### config.mk
export PLATFORM = sky130hd
export DESIGN_NAME = port_led_indicator
export DESIGN_NICKNAME = d
export VERILOG_FILES = /design/src/led_ind_pkg.sv /design/src/pin_sync.sv /design/src/link_monitor.sv /design/src/port_led_indicator.sv
export SDC_FILE = /design/constraint.sdc
export NUM_CORES = 1
export LEC_CHECK = 0
export ABC_AREA = 1
export BUFFER_PORTS_ARGS = -buffer_cell sky130_fd_sc_hd__clkbuf_2
export CAP_MARGIN = 10
export CELL_PAD_IN_SITES_DETAIL_PLACEMENT = 2
export CELL_PAD_IN_SITES_GLOBAL_PLACEMENT = 2
export CORE_MARGIN = 2
export CORE_UTILIZATION = 25
export CTS_BUF_LIST = sky130_fd_sc_hd__clkbuf_8
export DETAILED_ROUTE_END_ITERATION = 10
export PLACE_DENSITY = 0.72
export SYNTH_ARGS = -nofsm -noshare
export SYNTH_HDL_FRONTEND = slang
export SYNTH_SLANG_ARGS = --single-unit
### constraint.sdc
create_clock -name core_clk -period 3.9 [get_ports core_clk]
set_input_delay 0.39 -clock core_clk [delete_from_list [all_inputs] [get_ports core_clk]]
set_output_delay 0.39 -clock core_clk [all_outputs]
set_load 0.05 [all_outputs]
### src/led_ind_pkg.sv
// Constants, field layout and mode decoding for the port LED indicator.
// Assumes a 50 MHz core clock and a 5-bit register address space.
package led_ind_pkg;

    // ==========================================================
    // Register map
    localparam logic [4:0] ADDR_INDICATOR_CONTROL = 5'h18;
    localparam logic [4:0] ADDR_PHY_CONTROL = 5'h19;
    localparam int ACT_RX_ONLY_BIT = 8;
    localparam int FLASH_LSB = 6;
    localparam int OVR_EN_LSB = 3;
    localparam int OVR_VAL_LSB = 0;
    localparam int MODE_LSB = 5;
    localparam logic [8:0] INDICATOR_CONTROL_RESET = 9'h000;
    localparam logic MODE_HIGH_RESET = 1'b0;

    // ==========================================================
    // LED positions
    localparam int POS_LINK = 0;
    localparam int POS_RATE = 1;
    localparam int POS_THIRD = 2;
    localparam int LED_COUNT = 3;

    // ==========================================================
    // Timing
    localparam int CLK_PERIOD_NS = 20;
    localparam int TICK_PERIOD_US = 1000;
    localparam int TICK_DEFAULT_CYCLES = TICK_PERIOD_US * 1000 / CLK_PERIOD_NS;
    localparam int LINK_PULSE_MIN = 7;
    localparam int LINK_LOSS_MS = 50;
    localparam logic [6:0] FLASH_HALF_MS_0 = 7'h50;
    localparam logic [6:0] FLASH_HALF_MS_1 = 7'h28;
    localparam logic [6:0] FLASH_HALF_MS_2 = 7'h14;
    localparam logic [6:0] FLASH_HALF_MS_3 = 7'h0A;

    // ==========================================================
    // Modes
    typedef enum logic [1:0] {
        MODE_ACTIVITY,
        MODE_COLLISION,
        MODE_DUPLEX
    } indicator_mode_t;

    function automatic indicator_mode_t decode_mode(input logic [1:0] sel);
        if (sel[0]) begin
            return MODE_ACTIVITY;
        end else if (sel[1]) begin
            return MODE_DUPLEX;
        end
        return MODE_COLLISION;
    endfunction : decode_mode

    function automatic logic [6:0] flash_half_ms(input logic [1:0] sel);
        case (sel)
            2'h0: return FLASH_HALF_MS_0;
            2'h1: return FLASH_HALF_MS_1;
            2'h2: return FLASH_HALF_MS_2;
            default: return FLASH_HALF_MS_3;
        endcase
    endfunction : flash_half_ms

endpackage : led_ind_pkg

### src/pin_sync.sv
// Two-flop synchroniser for pin levels.
// Assumes the inputs are asynchronous to core_clk.
`timescale 1ns/1ns
module pin_sync #(
    parameter int WIDTH = 1
) (
    // Clock
    input wire logic core_clk,
    // Levels
    input wire logic [WIDTH-1:0] pin_level,
    output logic [WIDTH-1:0] synced_level
);

    logic [WIDTH-1:0] meta;

    // No reset, so strap levels have settled before reset is released
    always_ff @(posedge core_clk) begin
        meta <= pin_level;
        synced_level <= meta;
    end

endmodule : pin_sync

### src/link_monitor.sv
// Link detection with link-pulse counting and a link-loss hold timer.
// Assumes a one-cycle millisecond tick from the same clock domain.
`timescale 1ns/1ns
module link_monitor import led_ind_pkg::*; (
    // Clock and reset
    input wire logic core_clk,
    input wire logic rst,
    input wire logic ms_tick,
    // Line status
    input wire logic speed_100,
    input wire logic signal_detect,
    input wire logic link_pulse,
    input wire logic good_packet,
    // Result
    output logic link_up
);

    logic [2:0] pulse_count;
    logic [5:0] quiet_ms;
    logic evidence;
    logic quiet_expired;
    logic pulses_done;

    assign evidence = speed_100 ? signal_detect : (link_pulse | good_packet);
    assign quiet_expired = (quiet_ms == 6'(LINK_LOSS_MS));
    assign pulses_done = link_pulse && (pulse_count == 3'(LINK_PULSE_MIN - 1));

    always_ff @(posedge core_clk) begin
        if (rst) begin
            pulse_count <= '0;
            quiet_ms <= '0;
            link_up <= 1'b0;
        end else begin
            if (evidence) begin
                quiet_ms <= '0;
            end else if (ms_tick && !quiet_expired) begin
                quiet_ms <= quiet_ms + 6'h01;
            end
            if (quiet_expired && !evidence) begin
                pulse_count <= '0;
                link_up <= 1'b0;
            end else if (speed_100) begin
                pulse_count <= '0;
                if (signal_detect) begin
                    link_up <= 1'b1;
                end
            end else begin
                if (link_pulse && pulse_count != 3'(LINK_PULSE_MIN)) begin
                    pulse_count <= pulse_count + 3'h1;
                end
                if (good_packet || pulses_done) begin
                    link_up <= 1'b1;
                end
            end
        end
    end

endmodule : link_monitor

### src/port_led_indicator.sv
// Per-port LED indicator: link, rate and shared activity/collision/duplex.
// Assumes line status inputs on core_clk; strap pins are asynchronous.
`timescale 1ns/1ns
module port_led_indicator import led_ind_pkg::*; #(
    parameter int unsigned TICK_CYCLES = TICK_DEFAULT_CYCLES
) (
    // Clock and reset
    input wire logic core_clk,
    input wire logic rst,
    // Register access
    input wire logic [4:0] reg_addr,
    input wire logic [15:0] reg_wdata,
    input wire logic reg_write,
    input wire logic reg_read,
    output logic [15:0] reg_rdata,
    // Strap pins
    input wire logic carrier_sense_port_a_strap,
    input wire logic [2:0] negotiation_strap_input,
    // Line status
    input wire logic speed_100,
    input wire logic full_duplex,
    input wire logic signal_detect,
    input wire logic link_pulse,
    input wire logic good_packet,
    input wire logic tx_active,
    input wire logic rx_active,
    input wire logic mii_col,
    // LED pins
    output logic link_indicator,
    output logic rate_indicator,
    output logic activity_collision_indicator
);

    // ==========================================================
    // Strap capture
    logic [3:0] strap_sync;
    logic [LED_COUNT-1:0] active_low;

    pin_sync #(
        .WIDTH(4)
    ) u_strap_sync (
        .core_clk(core_clk),
        .pin_level({carrier_sense_port_a_strap, negotiation_strap_input}),
        .synced_level(strap_sync)
    );

    // ==========================================================
    // Registers
    logic [8:0] indicator_control;
    logic [1:0] indicator_mode_select;
    logic ctrl_hit;
    logic phy_hit;
    logic [15:0] next_rdata;
    logic activity_receive_only;
    logic [1:0] flash_rate_select;
    logic [LED_COUNT-1:0] ovr_en;
    logic [LED_COUNT-1:0] ovr_val;

    assign ctrl_hit = (reg_addr == ADDR_INDICATOR_CONTROL);
    assign phy_hit = (reg_addr == ADDR_PHY_CONTROL);
    assign activity_receive_only = indicator_control[ACT_RX_ONLY_BIT];
    assign flash_rate_select = indicator_control[FLASH_LSB +: 2];
    assign ovr_en = indicator_control[OVR_EN_LSB +: LED_COUNT];
    assign ovr_val = indicator_control[OVR_VAL_LSB +: LED_COUNT];

    always_comb begin
        next_rdata = 16'h0000;
        if (ctrl_hit) begin
            next_rdata = {7'h00, indicator_control};
        end else if (phy_hit) begin
            next_rdata[MODE_LSB +: 2] = indicator_mode_select;
        end
    end

    always_ff @(posedge core_clk) begin
        if (rst) begin
            active_low <= strap_sync[2:0];
            indicator_control <= INDICATOR_CONTROL_RESET;
            indicator_mode_select <= {MODE_HIGH_RESET, strap_sync[3]};
            reg_rdata <= 16'h0000;
        end else begin
            if (reg_write && phy_hit) begin
                indicator_mode_select <= reg_wdata[MODE_LSB +: 2];
            end
            if (reg_write && ctrl_hit) begin
                indicator_control <= reg_wdata[8:0];
            end
            if (reg_read) begin
                reg_rdata <= next_rdata;
            end
        end
    end

    // ==========================================================
    // Millisecond tick and blink
    logic [31:0] tick_count;
    logic ms_tick;
    logic [6:0] blink_ms;
    logic blink_phase;
    logic blink_turn;

    assign blink_turn = ms_tick
        && (blink_ms >= flash_half_ms(flash_rate_select) - 7'h01);

    always_ff @(posedge core_clk) begin
        if (rst) begin
            tick_count <= '0;
            ms_tick <= 1'b0;
            blink_ms <= '0;
            blink_phase <= 1'b0;
        end else begin
            ms_tick <= (tick_count == 32'(TICK_CYCLES - 1));
            if (tick_count == 32'(TICK_CYCLES - 1)) begin
                tick_count <= '0;
            end else begin
                tick_count <= tick_count + 32'h1;
            end
            if (blink_turn) begin
                blink_ms <= '0;
                blink_phase <= ~blink_phase;
            end else if (ms_tick) begin
                blink_ms <= blink_ms + 7'h01;
            end
        end
    end

    // ==========================================================
    // Link status
    logic link_up;

    link_monitor u_link (
        .core_clk(core_clk),
        .rst(rst),
        .ms_tick(ms_tick),
        .speed_100(speed_100),
        .signal_detect(signal_detect),
        .link_pulse(link_pulse),
        .good_packet(good_packet),
        .link_up(link_up)
    );

    // ==========================================================
    // Indication selection
    indicator_mode_t mode;
    logic activity;
    logic collision;
    logic link_on;
    logic third_on;
    logic [LED_COUNT-1:0] auto_on;
    logic [LED_COUNT-1:0] led_on;
    logic [LED_COUNT-1:0] next_pin;

    assign mode = decode_mode(indicator_mode_select);
    assign activity = activity_receive_only ? rx_active
                                            : (tx_active | rx_active);
    assign collision = mii_col & ~full_duplex;
    assign link_on = (mode == MODE_ACTIVITY) ? link_up
                   : (link_up & ~(activity & blink_phase));
    assign third_on = (mode == MODE_ACTIVITY) ? activity
                    : (mode == MODE_COLLISION) ? collision
                    : full_duplex;
    assign auto_on[POS_LINK] = link_on;
    assign auto_on[POS_RATE] = speed_100;
    assign auto_on[POS_THIRD] = third_on;

    generate
        for (genvar i = 0; i < LED_COUNT; i++) begin : g_led
            assign led_on[i] = ovr_en[i] ? ovr_val[i] : auto_on[i];
            assign next_pin[i] = led_on[i] ^ active_low[i];
        end
    endgenerate

    always_ff @(posedge core_clk) begin
        if (rst) begin
            link_indicator <= 1'b0;
            rate_indicator <= 1'b0;
            activity_collision_indicator <= 1'b0;
        end else begin
            link_indicator <= next_pin[POS_LINK];
            rate_indicator <= next_pin[POS_RATE];
            activity_collision_indicator <= next_pin[POS_THIRD];
        end
    end

    // ==========================================================
    // Assertions
    property p_mode_write;
        @(posedge core_clk) disable iff (rst)
        reg_write && phy_hit
        |=> indicator_mode_select == $past(reg_wdata[6:5]);
    endproperty
    a_mode_write: assert property (p_mode_write)
        else $error("mode field did not take the written value");

    property p_decode;
        @(posedge core_clk) disable iff (rst)
        indicator_mode_select[0] |-> mode == MODE_ACTIVITY;
    endproperty
    a_decode: assert property (p_decode)
        else $error("low mode bit set but mode is not activity");

    property p_link_dark;
        @(posedge core_clk) disable iff (rst)
        mode == MODE_ACTIVITY && !link_up && !ovr_en[POS_LINK]
        |=> link_indicator == active_low[POS_LINK];
    endproperty
    a_link_dark: assert property (p_link_dark)
        else $error("link LED lit without link");

    property p_blink;
        @(posedge core_clk) disable iff (rst)
        mode != MODE_ACTIVITY && link_up && !activity
            && !ovr_en[POS_LINK]
        |=> link_indicator == ~active_low[POS_LINK];
    endproperty
    a_blink: assert property (p_blink)
        else $error("link LED not steady with idle good link");

    property p_rate;
        @(posedge core_clk) disable iff (rst)
        !ovr_en[POS_RATE]
        |=> rate_indicator == ($past(speed_100) ^ active_low[POS_RATE]);
    endproperty
    a_rate: assert property (p_rate)
        else $error("rate LED does not follow speed");

    property p_act;
        @(posedge core_clk) disable iff (rst)
        mode == MODE_ACTIVITY && !ovr_en[POS_THIRD] && !activity_receive_only
        |=> activity_collision_indicator
            == ($past(tx_active | rx_active) ^ active_low[POS_THIRD]);
    endproperty
    a_act: assert property (p_act)
        else $error("third LED does not show activity");

    property p_col;
        @(posedge core_clk) disable iff (rst)
        mode == MODE_COLLISION && !ovr_en[POS_THIRD] && !full_duplex
        |=> activity_collision_indicator
            == ($past(mii_col) ^ active_low[POS_THIRD]);
    endproperty
    a_col: assert property (p_col)
        else $error("third LED does not show collision");

    property p_fdx_nocol;
        @(posedge core_clk) disable iff (rst)
        mode == MODE_COLLISION && !ovr_en[POS_THIRD] && full_duplex
        |=> activity_collision_indicator == active_low[POS_THIRD];
    endproperty
    a_fdx_nocol: assert property (p_fdx_nocol)
        else $error("collision shown in full duplex");

    property p_duplex;
        @(posedge core_clk) disable iff (rst)
        mode == MODE_DUPLEX && !ovr_en[POS_THIRD]
        |=> activity_collision_indicator
            == ($past(full_duplex) ^ active_low[POS_THIRD]);
    endproperty
    a_duplex: assert property (p_duplex)
        else $error("third LED does not show duplex");

    property p_pol_stable;
        @(posedge core_clk) disable iff (rst)
        1'b1 |=> $stable(active_low);
    endproperty
    a_pol_stable: assert property (p_pol_stable)
        else $error("LED polarity changed after strap capture");

    property p_override;
        @(posedge core_clk) disable iff (rst)
        ovr_en[POS_LINK]
        |=> link_indicator
            == ($past(ovr_val[POS_LINK]) ^ active_low[POS_LINK]);
    endproperty
    a_override: assert property (p_override)
        else $error("link LED ignores direct control");

    property p_ctrl_read;
        @(posedge core_clk) disable iff (rst)
        reg_read && ctrl_hit
        |=> reg_rdata == {7'h00, $past(indicator_control)};
    endproperty
    a_ctrl_read: assert property (p_ctrl_read)
        else $error("control read did not return stored bits");

    property p_link_hold;
        @(posedge core_clk) disable iff (rst)
        $fell(link_up) |-> $past(u_link.quiet_expired);
    endproperty
    a_link_hold: assert property (p_link_hold)
        else $error("link dropped before loss timer expired");

    property p_rx_only;
        @(posedge core_clk) disable iff (rst)
        mode == MODE_ACTIVITY && !ovr_en[POS_THIRD] && activity_receive_only
        |=> activity_collision_indicator
            == ($past(rx_active) ^ active_low[POS_THIRD]);
    endproperty
    a_rx_only: assert property (p_rx_only)
        else $error("third LED ignores receive-only activity source");

    property p_link_detect;
        @(posedge core_clk) disable iff (rst)
        speed_100 && signal_detect |=> link_up;
    endproperty
    a_link_detect: assert property (p_link_detect)
        else $error("link not raised on signal detect at 100 Mb/s");

    property p_strap_pol;
        @(posedge core_clk)
        $fell(rst) |-> active_low == strap_sync[2:0];
    endproperty
    a_strap_pol: assert property (p_strap_pol)
        else $error("LED polarity not taken from straps at reset");

    property p_strap_mode;
        @(posedge core_clk)
        $fell(rst)
        |-> indicator_mode_select == {MODE_HIGH_RESET, strap_sync[3]};
    endproperty
    a_strap_mode: assert property (p_strap_mode)
        else $error("mode field not loaded from strap at reset");

    c_collision: cover property (@(posedge core_clk) disable iff (rst)
        mode == MODE_COLLISION && collision);
    c_link_up: cover property (@(posedge core_clk) disable iff (rst)
        $rose(link_up));
    c_blink: cover property (@(posedge core_clk) disable iff (rst)
        mode == MODE_DUPLEX && link_up && activity && blink_turn);
    c_rx_only: cover property (@(posedge core_clk) disable iff (rst)
        mode == MODE_ACTIVITY && activity_receive_only && tx_active);

endmodule : port_led_indicator

==> metrics.md, run 1 <==
| Metric | Value |
|---|---|
| Fin crit period | `2.14 ns` |
| Synth Cell Area | `4420 um^2` |
| Crit path arrival time | `between 2 and 2.5 ns` |
| Power per cell area | `328 nW/um^2` |
| Starting Density | `0.256` |
| Final TNS setup | `0 ns` |
| Number of synthesized register bits | `85` |
| Clock-pin slew on the worst setup and hold paths | `roughly 0.1 ns` |
| Vias per cell | `between 4 and 5` |
| Sequential-to-total area share from yosys stat | `0.394` |
| # fillers | `2115` |
| Share of cells above drive strength 1 | `0.122` |
| Die width | `137 um` |
| Pins over their slew limit | `0` |
| Iter 0 DRT Violations | `a little under 100` |
| Netlist cell types | `31` |
| Crit. End Element | `register` |
| WP data required | `approximately 4.2 ns` |
| Die Y | `~140 um` |
| # port buffers | `between 40 and 50` |
| Slowest CP cell | `dfxtp_1` |
| # IOs | `56` |
| Ys Warns | `0` |
| Worst skew pair latency | `between 0.3 and 0.4 ns` |
| Startpoint types | `register` |
| Worst-margin pin slew | `0.966 ns` |
| Num CTS Buffers | `9` |
| GP Congestion | `0.757` |
| Share of the synthesized area in the top cell type | `0.367` |
| Peak supply drop | `between 0.15 and 0.2 mV` |
| WL/cell | `13.6 um` |
| Core area | `17300 um^2` |
| Final cell count without fillers | `921` |
| Critical Path Most Common Cell | `nand2_1` |
| Clock net sink count | `85` |
| Clock Path Buffers | `2` |
| Max_cap viols | `0` |
| Rows | `48` |
| H-tree depth | `3` |
| GRT overflow | `0` |
| Worst hold path class | `input pin to register` |
| F_max | `0.468 GHz` |
| Cells after synthesis | `650` |
| Pleak | `0.00214 uW` |
| Synth area leaders | `dfxtp_1 (37%), nand2_1 (16%), nor2_1 (10%), inv_1 (7.0%), ha_1 (5.1%)` |
| Global-route wire length before repair | `20800 um` |
| CP Max Fanout | `7` |
| TritonRoute pass-1 iters | `4` |
| RSZ-0062 raised after global routing | `false` |
| Average cell area after synthesis | `6.80 um^2` |
| Vias in the first global route | `4368` |
| CP max stage delay | `approximately 0.4 ns` |
| Hold buffers post-CTS | `0` |
| DRT antenna net count | `0` |
| Final cycle utilization of the critical path | `0.548` |
| Cell taking the most area after synthesis | `dfxtp_1` |
| Via count | `4088` |
| Total Routing Usage GR | `0.142` |
| Post-CTS Setup Bufs | `0` |
| Initial antenna violation count | `0` |
| Placed insts | `905` |
| Largest net degree at the start of global routing | `27` |
| Outcome | `complete, no violations` |
| Placed wire-length estimate | `slightly above 10000 um` |
| Synth-to-Final Area Change | `12.9%` |
| DRC Markers | `0` |
| Type of the worst setup path | `register to register` |
| Final setup viols | `0` |
| Relative slew slack | `0.354` |
| Most frequent cells in the layout | `nand2_1 (183), nor2_1 (123), inv_1 (83)` |
| Final wirelength | `12600 um` |
| Skew final | `0.00703 ns` |
| CTS tree | `yes` |
| Commonest non-fill, non-tap cell in the layout | `nand2_1` |
| Endpoints failing hold | `0` |
| DIE AREA | `18800 um^2` |
| Cell Chain, Critical Path | `inv_1 -> ha_1 -> or2_2 -> ha_1 -> a21oi_1 -> nand2_1 -> nand2_1 -> nand2_1 -> nand2_1 -> nand2_1 -> a21oi_1` |
| Clock root cell | `clkbuf_8` |
| Post-CTS Resized | `0` |
| Antenna diode instance count | `0` |
| Layout net count | `746` |
## where the power goes
| group | switching [uW] | internal [uW] |
|---|---|---|
| Combinational | 91.4 | 31.8 |
| Sequential | 10.2 | 894 |
| Clock | 370 | 242 |
## logic make-up after synthesis
logic type               Yosys count  synth area share
AND/OR/NAND/NOR                  370             0.351
buffers and inverters            102            0.0987
flip-flops                        85             0.394
AO/OA/AOI/OAI                     52            0.0611
XOR/XNOR                          22            0.0436
adder cells (fa/ha/maj)           18            0.0509
other                              1          0.000848
## cell type report
| type | count | area, um^2 | share of cell area |
|---|---|---|---|
| clock inverter | 7 | 56.3 | 0.0113 |
| inverter | 85 | 319 | 0.0639 |
| sequential | 85 | 1740 | 0.349 |
| timing repair buffer | 41 | 205 | 0.0411 |
| clock buffer | 9 | 124 | 0.0248 |
| tap | 225 | 282 | 0.0564 |
| multi-input combinational | 469 | 2270 | 0.454 |
## cells in the mapped netlist
master    number
dfxtp_1       81
clkbuf_2       2
nor2_4         6
nor2_2         6
edfxtp_1       4
nor2_1       123
ha_1          18
o211ai_1       2
nand3b_1       1
a21oi_1       28
o21bai_1       2
nor3b_1        1
o21ai_0       20
clkbuf_1       2
nor2b_1        1
nand2_4        1
nand4_1        2
inv_2          2
buf_2          2
nand3_1       33
buf_4          7
buf_1          1
inv_1         83
nand3_2        2
or2_2          2
xnor2_1       12
conb_1         1
nand2_1      183
xor2_1        10
buf_6          3
nand2_2        9
## flip-flops by register name, indices dropped and copies added, names as in the netlist, 2 cells and up
signal	cells
u_link.pulse_count	3
blink_ms	7
active_low	3
indicator_mode_select	2
reg_rdata	9
tick_count	32
u_strap_sync.meta	4
u_link.quiet_ms	6
u_strap_sync.synced_level	4
indicator_control	9
## stage by stage
| step | worst slack [ns] | total power [uW] | hold slack, ns | cell area [um^2] | util |
|---|---|---|---|---|---|
| after global placement | 1.82 | 1040 | 0.311 | 4810 | 0.278 |
| after CTS | 1.73 | 1670 | 0.0836 | 4990 | 0.289 |
| final | 1.76 | 1640 | 0.103 | 4990 | 0.289 |
| after floorplan | 2.11 | 1010 | 0.310 | 4450 | - |
| after detailed placement | 1.76 | 1050 | 0.315 | 4810 | 0.278 |
| after global routing | 1.52 | 1730 | 0.0800 | 4990 | 0.289 |
## critical path: cells and delay by family, from the launching register on
family          cells  cell delay (ns)
simple gates        6             0.74
fa+ha+maj           2             0.50
flops               1             0.40
compound gates      2             0.33
buf+inv             1             0.12
## worst paths after layout
path / startpoint / end / slack (ns) / cells after the start
min reg2reg: u_strap_sync.meta[2] / u_strap_sync.synced_level[2] / 0.33 / 0
max reg2reg: indicator_control[6] / blink_ms[1] / 1.76 / 11
min: carrier_sense_port_a_strap / u_strap_sync.meta[3] / 0.10 / 1
max: indicator_control[6] / blink_ms[1] / 1.76 / 11
## metal layers
layer,track usage,wire (um),up-vias
li1,-,-,2052
met1,0.162,5440,1980
met2,0.266,6640,47
met3,0.0289,356,9
met4,0.0344,121,0
met5,0,0,-
(Power assumes the default switching activity.)
==> run 2, diff against run 1 <==
--- a/config.mk
+++ b/config.mk
@@ -14,7 +14,7 @@
 export CORE_UTILIZATION = 25
 export CTS_BUF_LIST = sky130_fd_sc_hd__clkbuf_8
 export DETAILED_ROUTE_END_ITERATION = 10
-export PLACE_DENSITY = 0.72
+export PLACE_DENSITY = 0.75
 export SYNTH_ARGS = -nofsm -noshare
 export SYNTH_HDL_FRONTEND = slang
 export SYNTH_SLANG_ARGS = --single-unit
==> constraint.sdc (replaced) <==
create_clock -name core_clk -period 1.9 [get_ports core_clk]
set_input_delay 0.19 -clock core_clk [delete_from_list [all_inputs] [get_ports core_clk]]
set_output_delay 0.19 -clock core_clk [all_outputs]
set_load 0.05 [all_outputs]
==> metrics.md, run 2 (synthesis gave the netlist of run 1 again) <==
| Metric | Value |
|---|---|
| Outcome | `complete, no violations` |
| Final TNS setup | `0 ns (unchanged)` |
| # IOs | `56 (unchanged)` |
| Most frequent cells in the layout | `nand2_1 (179), nor2_1 (120), inv_1 (81)` |
| Max FFs per register | `32 (unchanged)` |
| WL/cell | `14.4 um (+5.5%)` |
| Iter 0 DRT Violations | `77 (-21%)` |
| Initial antenna violation count | `0 (unchanged)` |
| TritonRoute pass-1 iters | `4 (unchanged)` |
| Worst-margin pin slew | `0.548 ns (-0.418 ns)` |
| Layout net count | `769 (+3.1%)` |
| Clock-pin slew on the worst setup and hold paths | `0.09 ns (about the same)` |
| Antenna diode instance count | `0 (unchanged)` |
| Clock root cell | `clkbuf_8` |
| Worst skew pair latency | `0.38 ns (about the same)` |
| CTS tree | `yes` |
| Clock Path Buffers | `2 (unchanged)` |
| Max_cap viols | `0 (unchanged)` |
| DRC Markers | `0 (unchanged)` |
| Worst r2r src | `indicator_control[7]` |
| Num CTS Buffers | `9 (unchanged)` |
| GP Congestion | `0.784 (+3.6%)` |
| Synth-to-Final Area Change | `20.2%` |
| DIE AREA | `18800 um^2 (unchanged)` |
| CP Max Fanout | `7 (unchanged)` |
| Rows | `48 (unchanged)` |
| F_max | `0.544 GHz (+16%)` |
| DRT antenna net count | `0 (unchanged)` |
| Crit. End Element | `register` |
| Pins over their slew limit | `0 (unchanged)` |
| H-tree depth | `3 (unchanged)` |
| Commonest non-fill, non-tap cell in the layout | `nand2_1` |
| Share of cells above drive strength 1 | `0.168 (+0.0462)` |
| Clock net sink count | `85 (unchanged)` |
| WP data required | `2.23 ns (-1.98 ns)` |
| Skew final | `0.00989 ns (+0.00286 ns)` |
| Global-route wire length before repair | `22500 um (+7.9%)` |
| Via count | `4162 (+1.8%)` |
| Relative slew slack | `0.634 (+0.281)` |
| Setup WS pre-CTS | `-0.168 ns (-1.93 ns)` |
| Slowest CP cell | `dfxtp_4` |
| Worst Min Path Start | `reg_wdata[1]` |
| Biggest register | `tick_count` |
| Final setup viols | `0 (unchanged)` |
| GRT overflow | `0 (unchanged)` |
| Worst setup path startpoint | `indicator_control[7]` |
| Endpoints failing hold | `0 (unchanged)` |
| Die width | `137 um (unchanged)` |
| Power per cell area | `681 nW/um^2 (+110%)` |
| Fin crit period | `1.84 ns (-0.298 ns)` |
| Core area | `17300 um^2 (unchanged)` |
| Placed wire-length estimate | `10600 um (+4.2%)` |
| Die Y | `137 um (unchanged)` |
| Vias in the first global route | `4736 (+8.4%)` |
| Type of the worst setup path | `register to register` |
| Vias per cell | `4.41 (-0.67%)` |
| Crit path arrival time | `2.17 ns (-0.28 ns)` |
| Startpoint types | `register` |
| Worst hold path class | `input pin to register` |
| Final cycle utilization of the critical path | `0.967 (+0.420)` |
| Largest net degree at the start of global routing | `21 (-22%)` |
| # port buffers | `41 (unchanged)` |
| Pleak | `0.00227 uW (+6.3%)` |
| Fin worst setup slack | `0.0619 ns (-1.70 ns)` |
| Cell Chain, Critical Path | `buf_4 -> inv_1 -> ha_2 -> ha_1 -> nand2_1 -> nand2_1 -> a21oi_2 -> nand2_2 -> nand2_2 -> nand2_4 -> nor2_4` |
| Peak supply drop | `0.403 mV (+130%)` |
| Final core occ | `0.307 (+0.0185)` |
| # fillers | `2119 (+0.19%)` |
| Total Routing Usage GR | `0.153 (+0.0118)` |
| Final wirelength | `13600 um (+8.1%)` |
| Starting Density | `0.256 (unchanged)` |
| CP max stage delay | `0.37 ns (-0.03 ns)` |
| Biggest regs | `tick_count (32), indicator_control (9), reg_rdata (9)` |
-- run 2: power by group --
part | total, uW | leakage [uW] | internal (uW) | switching, uW
sequential | 1850 | 0.000700 | 1830 | 20.8
clock | 1490 | 0.000112 | 748 | 741
combinational | 279 | 0.00146 | 82.4 | 196
-- run 2: final cells by class --
cell class | instances | area, um^2 | area share
inverters | 85 | 319 | 0.0600
flip-flops and latches | 85 | 1750 | 0.329
repair buffers | 64 | 400 | 0.0753
well taps | 225 | 282 | 0.0530
clock buffers | 9 | 124 | 0.0233
multi-input cells | 469 | 2350 | 0.442
clock inverters | 7 | 95.1 | 0.0179
-- run 2: timing repair --
| item | 4_1_cts | 5_1_grt |
|---|---|---|
| buffers inserted | 1 | 0 |
| endpoints found under the setup margin | 14 | 8 |
| resized for setup | 11 | 11 |
| pin swaps | 2 | 6 |
| hold endpoints to repair | 4 | 0 |
| hold buffers | 4 | 0 |
-- run 2: routing by layer --
layer	wire, um	part of all wire	global-route usage
met1	5540	0.41	0.161
met2	7340	0.54	0.298
met3	390	0.029	0.0322
met4	304	0.022	0.0521
met5	0	0	0
-- run 2: path summary, 6_finish.rpt --
| path | depth (start not counted) | to | slack [ns] |
|---|---|---|---|
| hold reg to reg | 0 | u_strap_sync.synced_level[0] | 0.33 |
| setup reg to reg | 11 | blink_ms[6] | 0.06 |
| setup / recovery | 11 | blink_ms[6] | 0.06 |
| hold / removal | 3 | indicator_control[1] | 0.03 |
-- run 2: stage by stage --
step | cell area (um^2) | std cells | hold WS (ns) | total power [uW]
finish | 5320 | 944 | 0.0348 | 3620
floorplan | 4450 | 656 | 0.218 | 2080
CTS | 5270 | 944 | 0.0240 | 3680
detailed placement | 4960 | 923 | 0.296 | 2170
global route | 5320 | 944 | 0.0351 | 3790
global placement | 4960 | 923 | 0.294 | 2150
-- run 2: critical path: cells and delay by family, from the launching register on --
family / cells / cell delay (ns)
simple gates: 6 / 0.55
fa+ha+maj: 2 / 0.47
flops: 1 / 0.37
buf+inv: 2 / 0.21
compound gates: 1 / 0.17
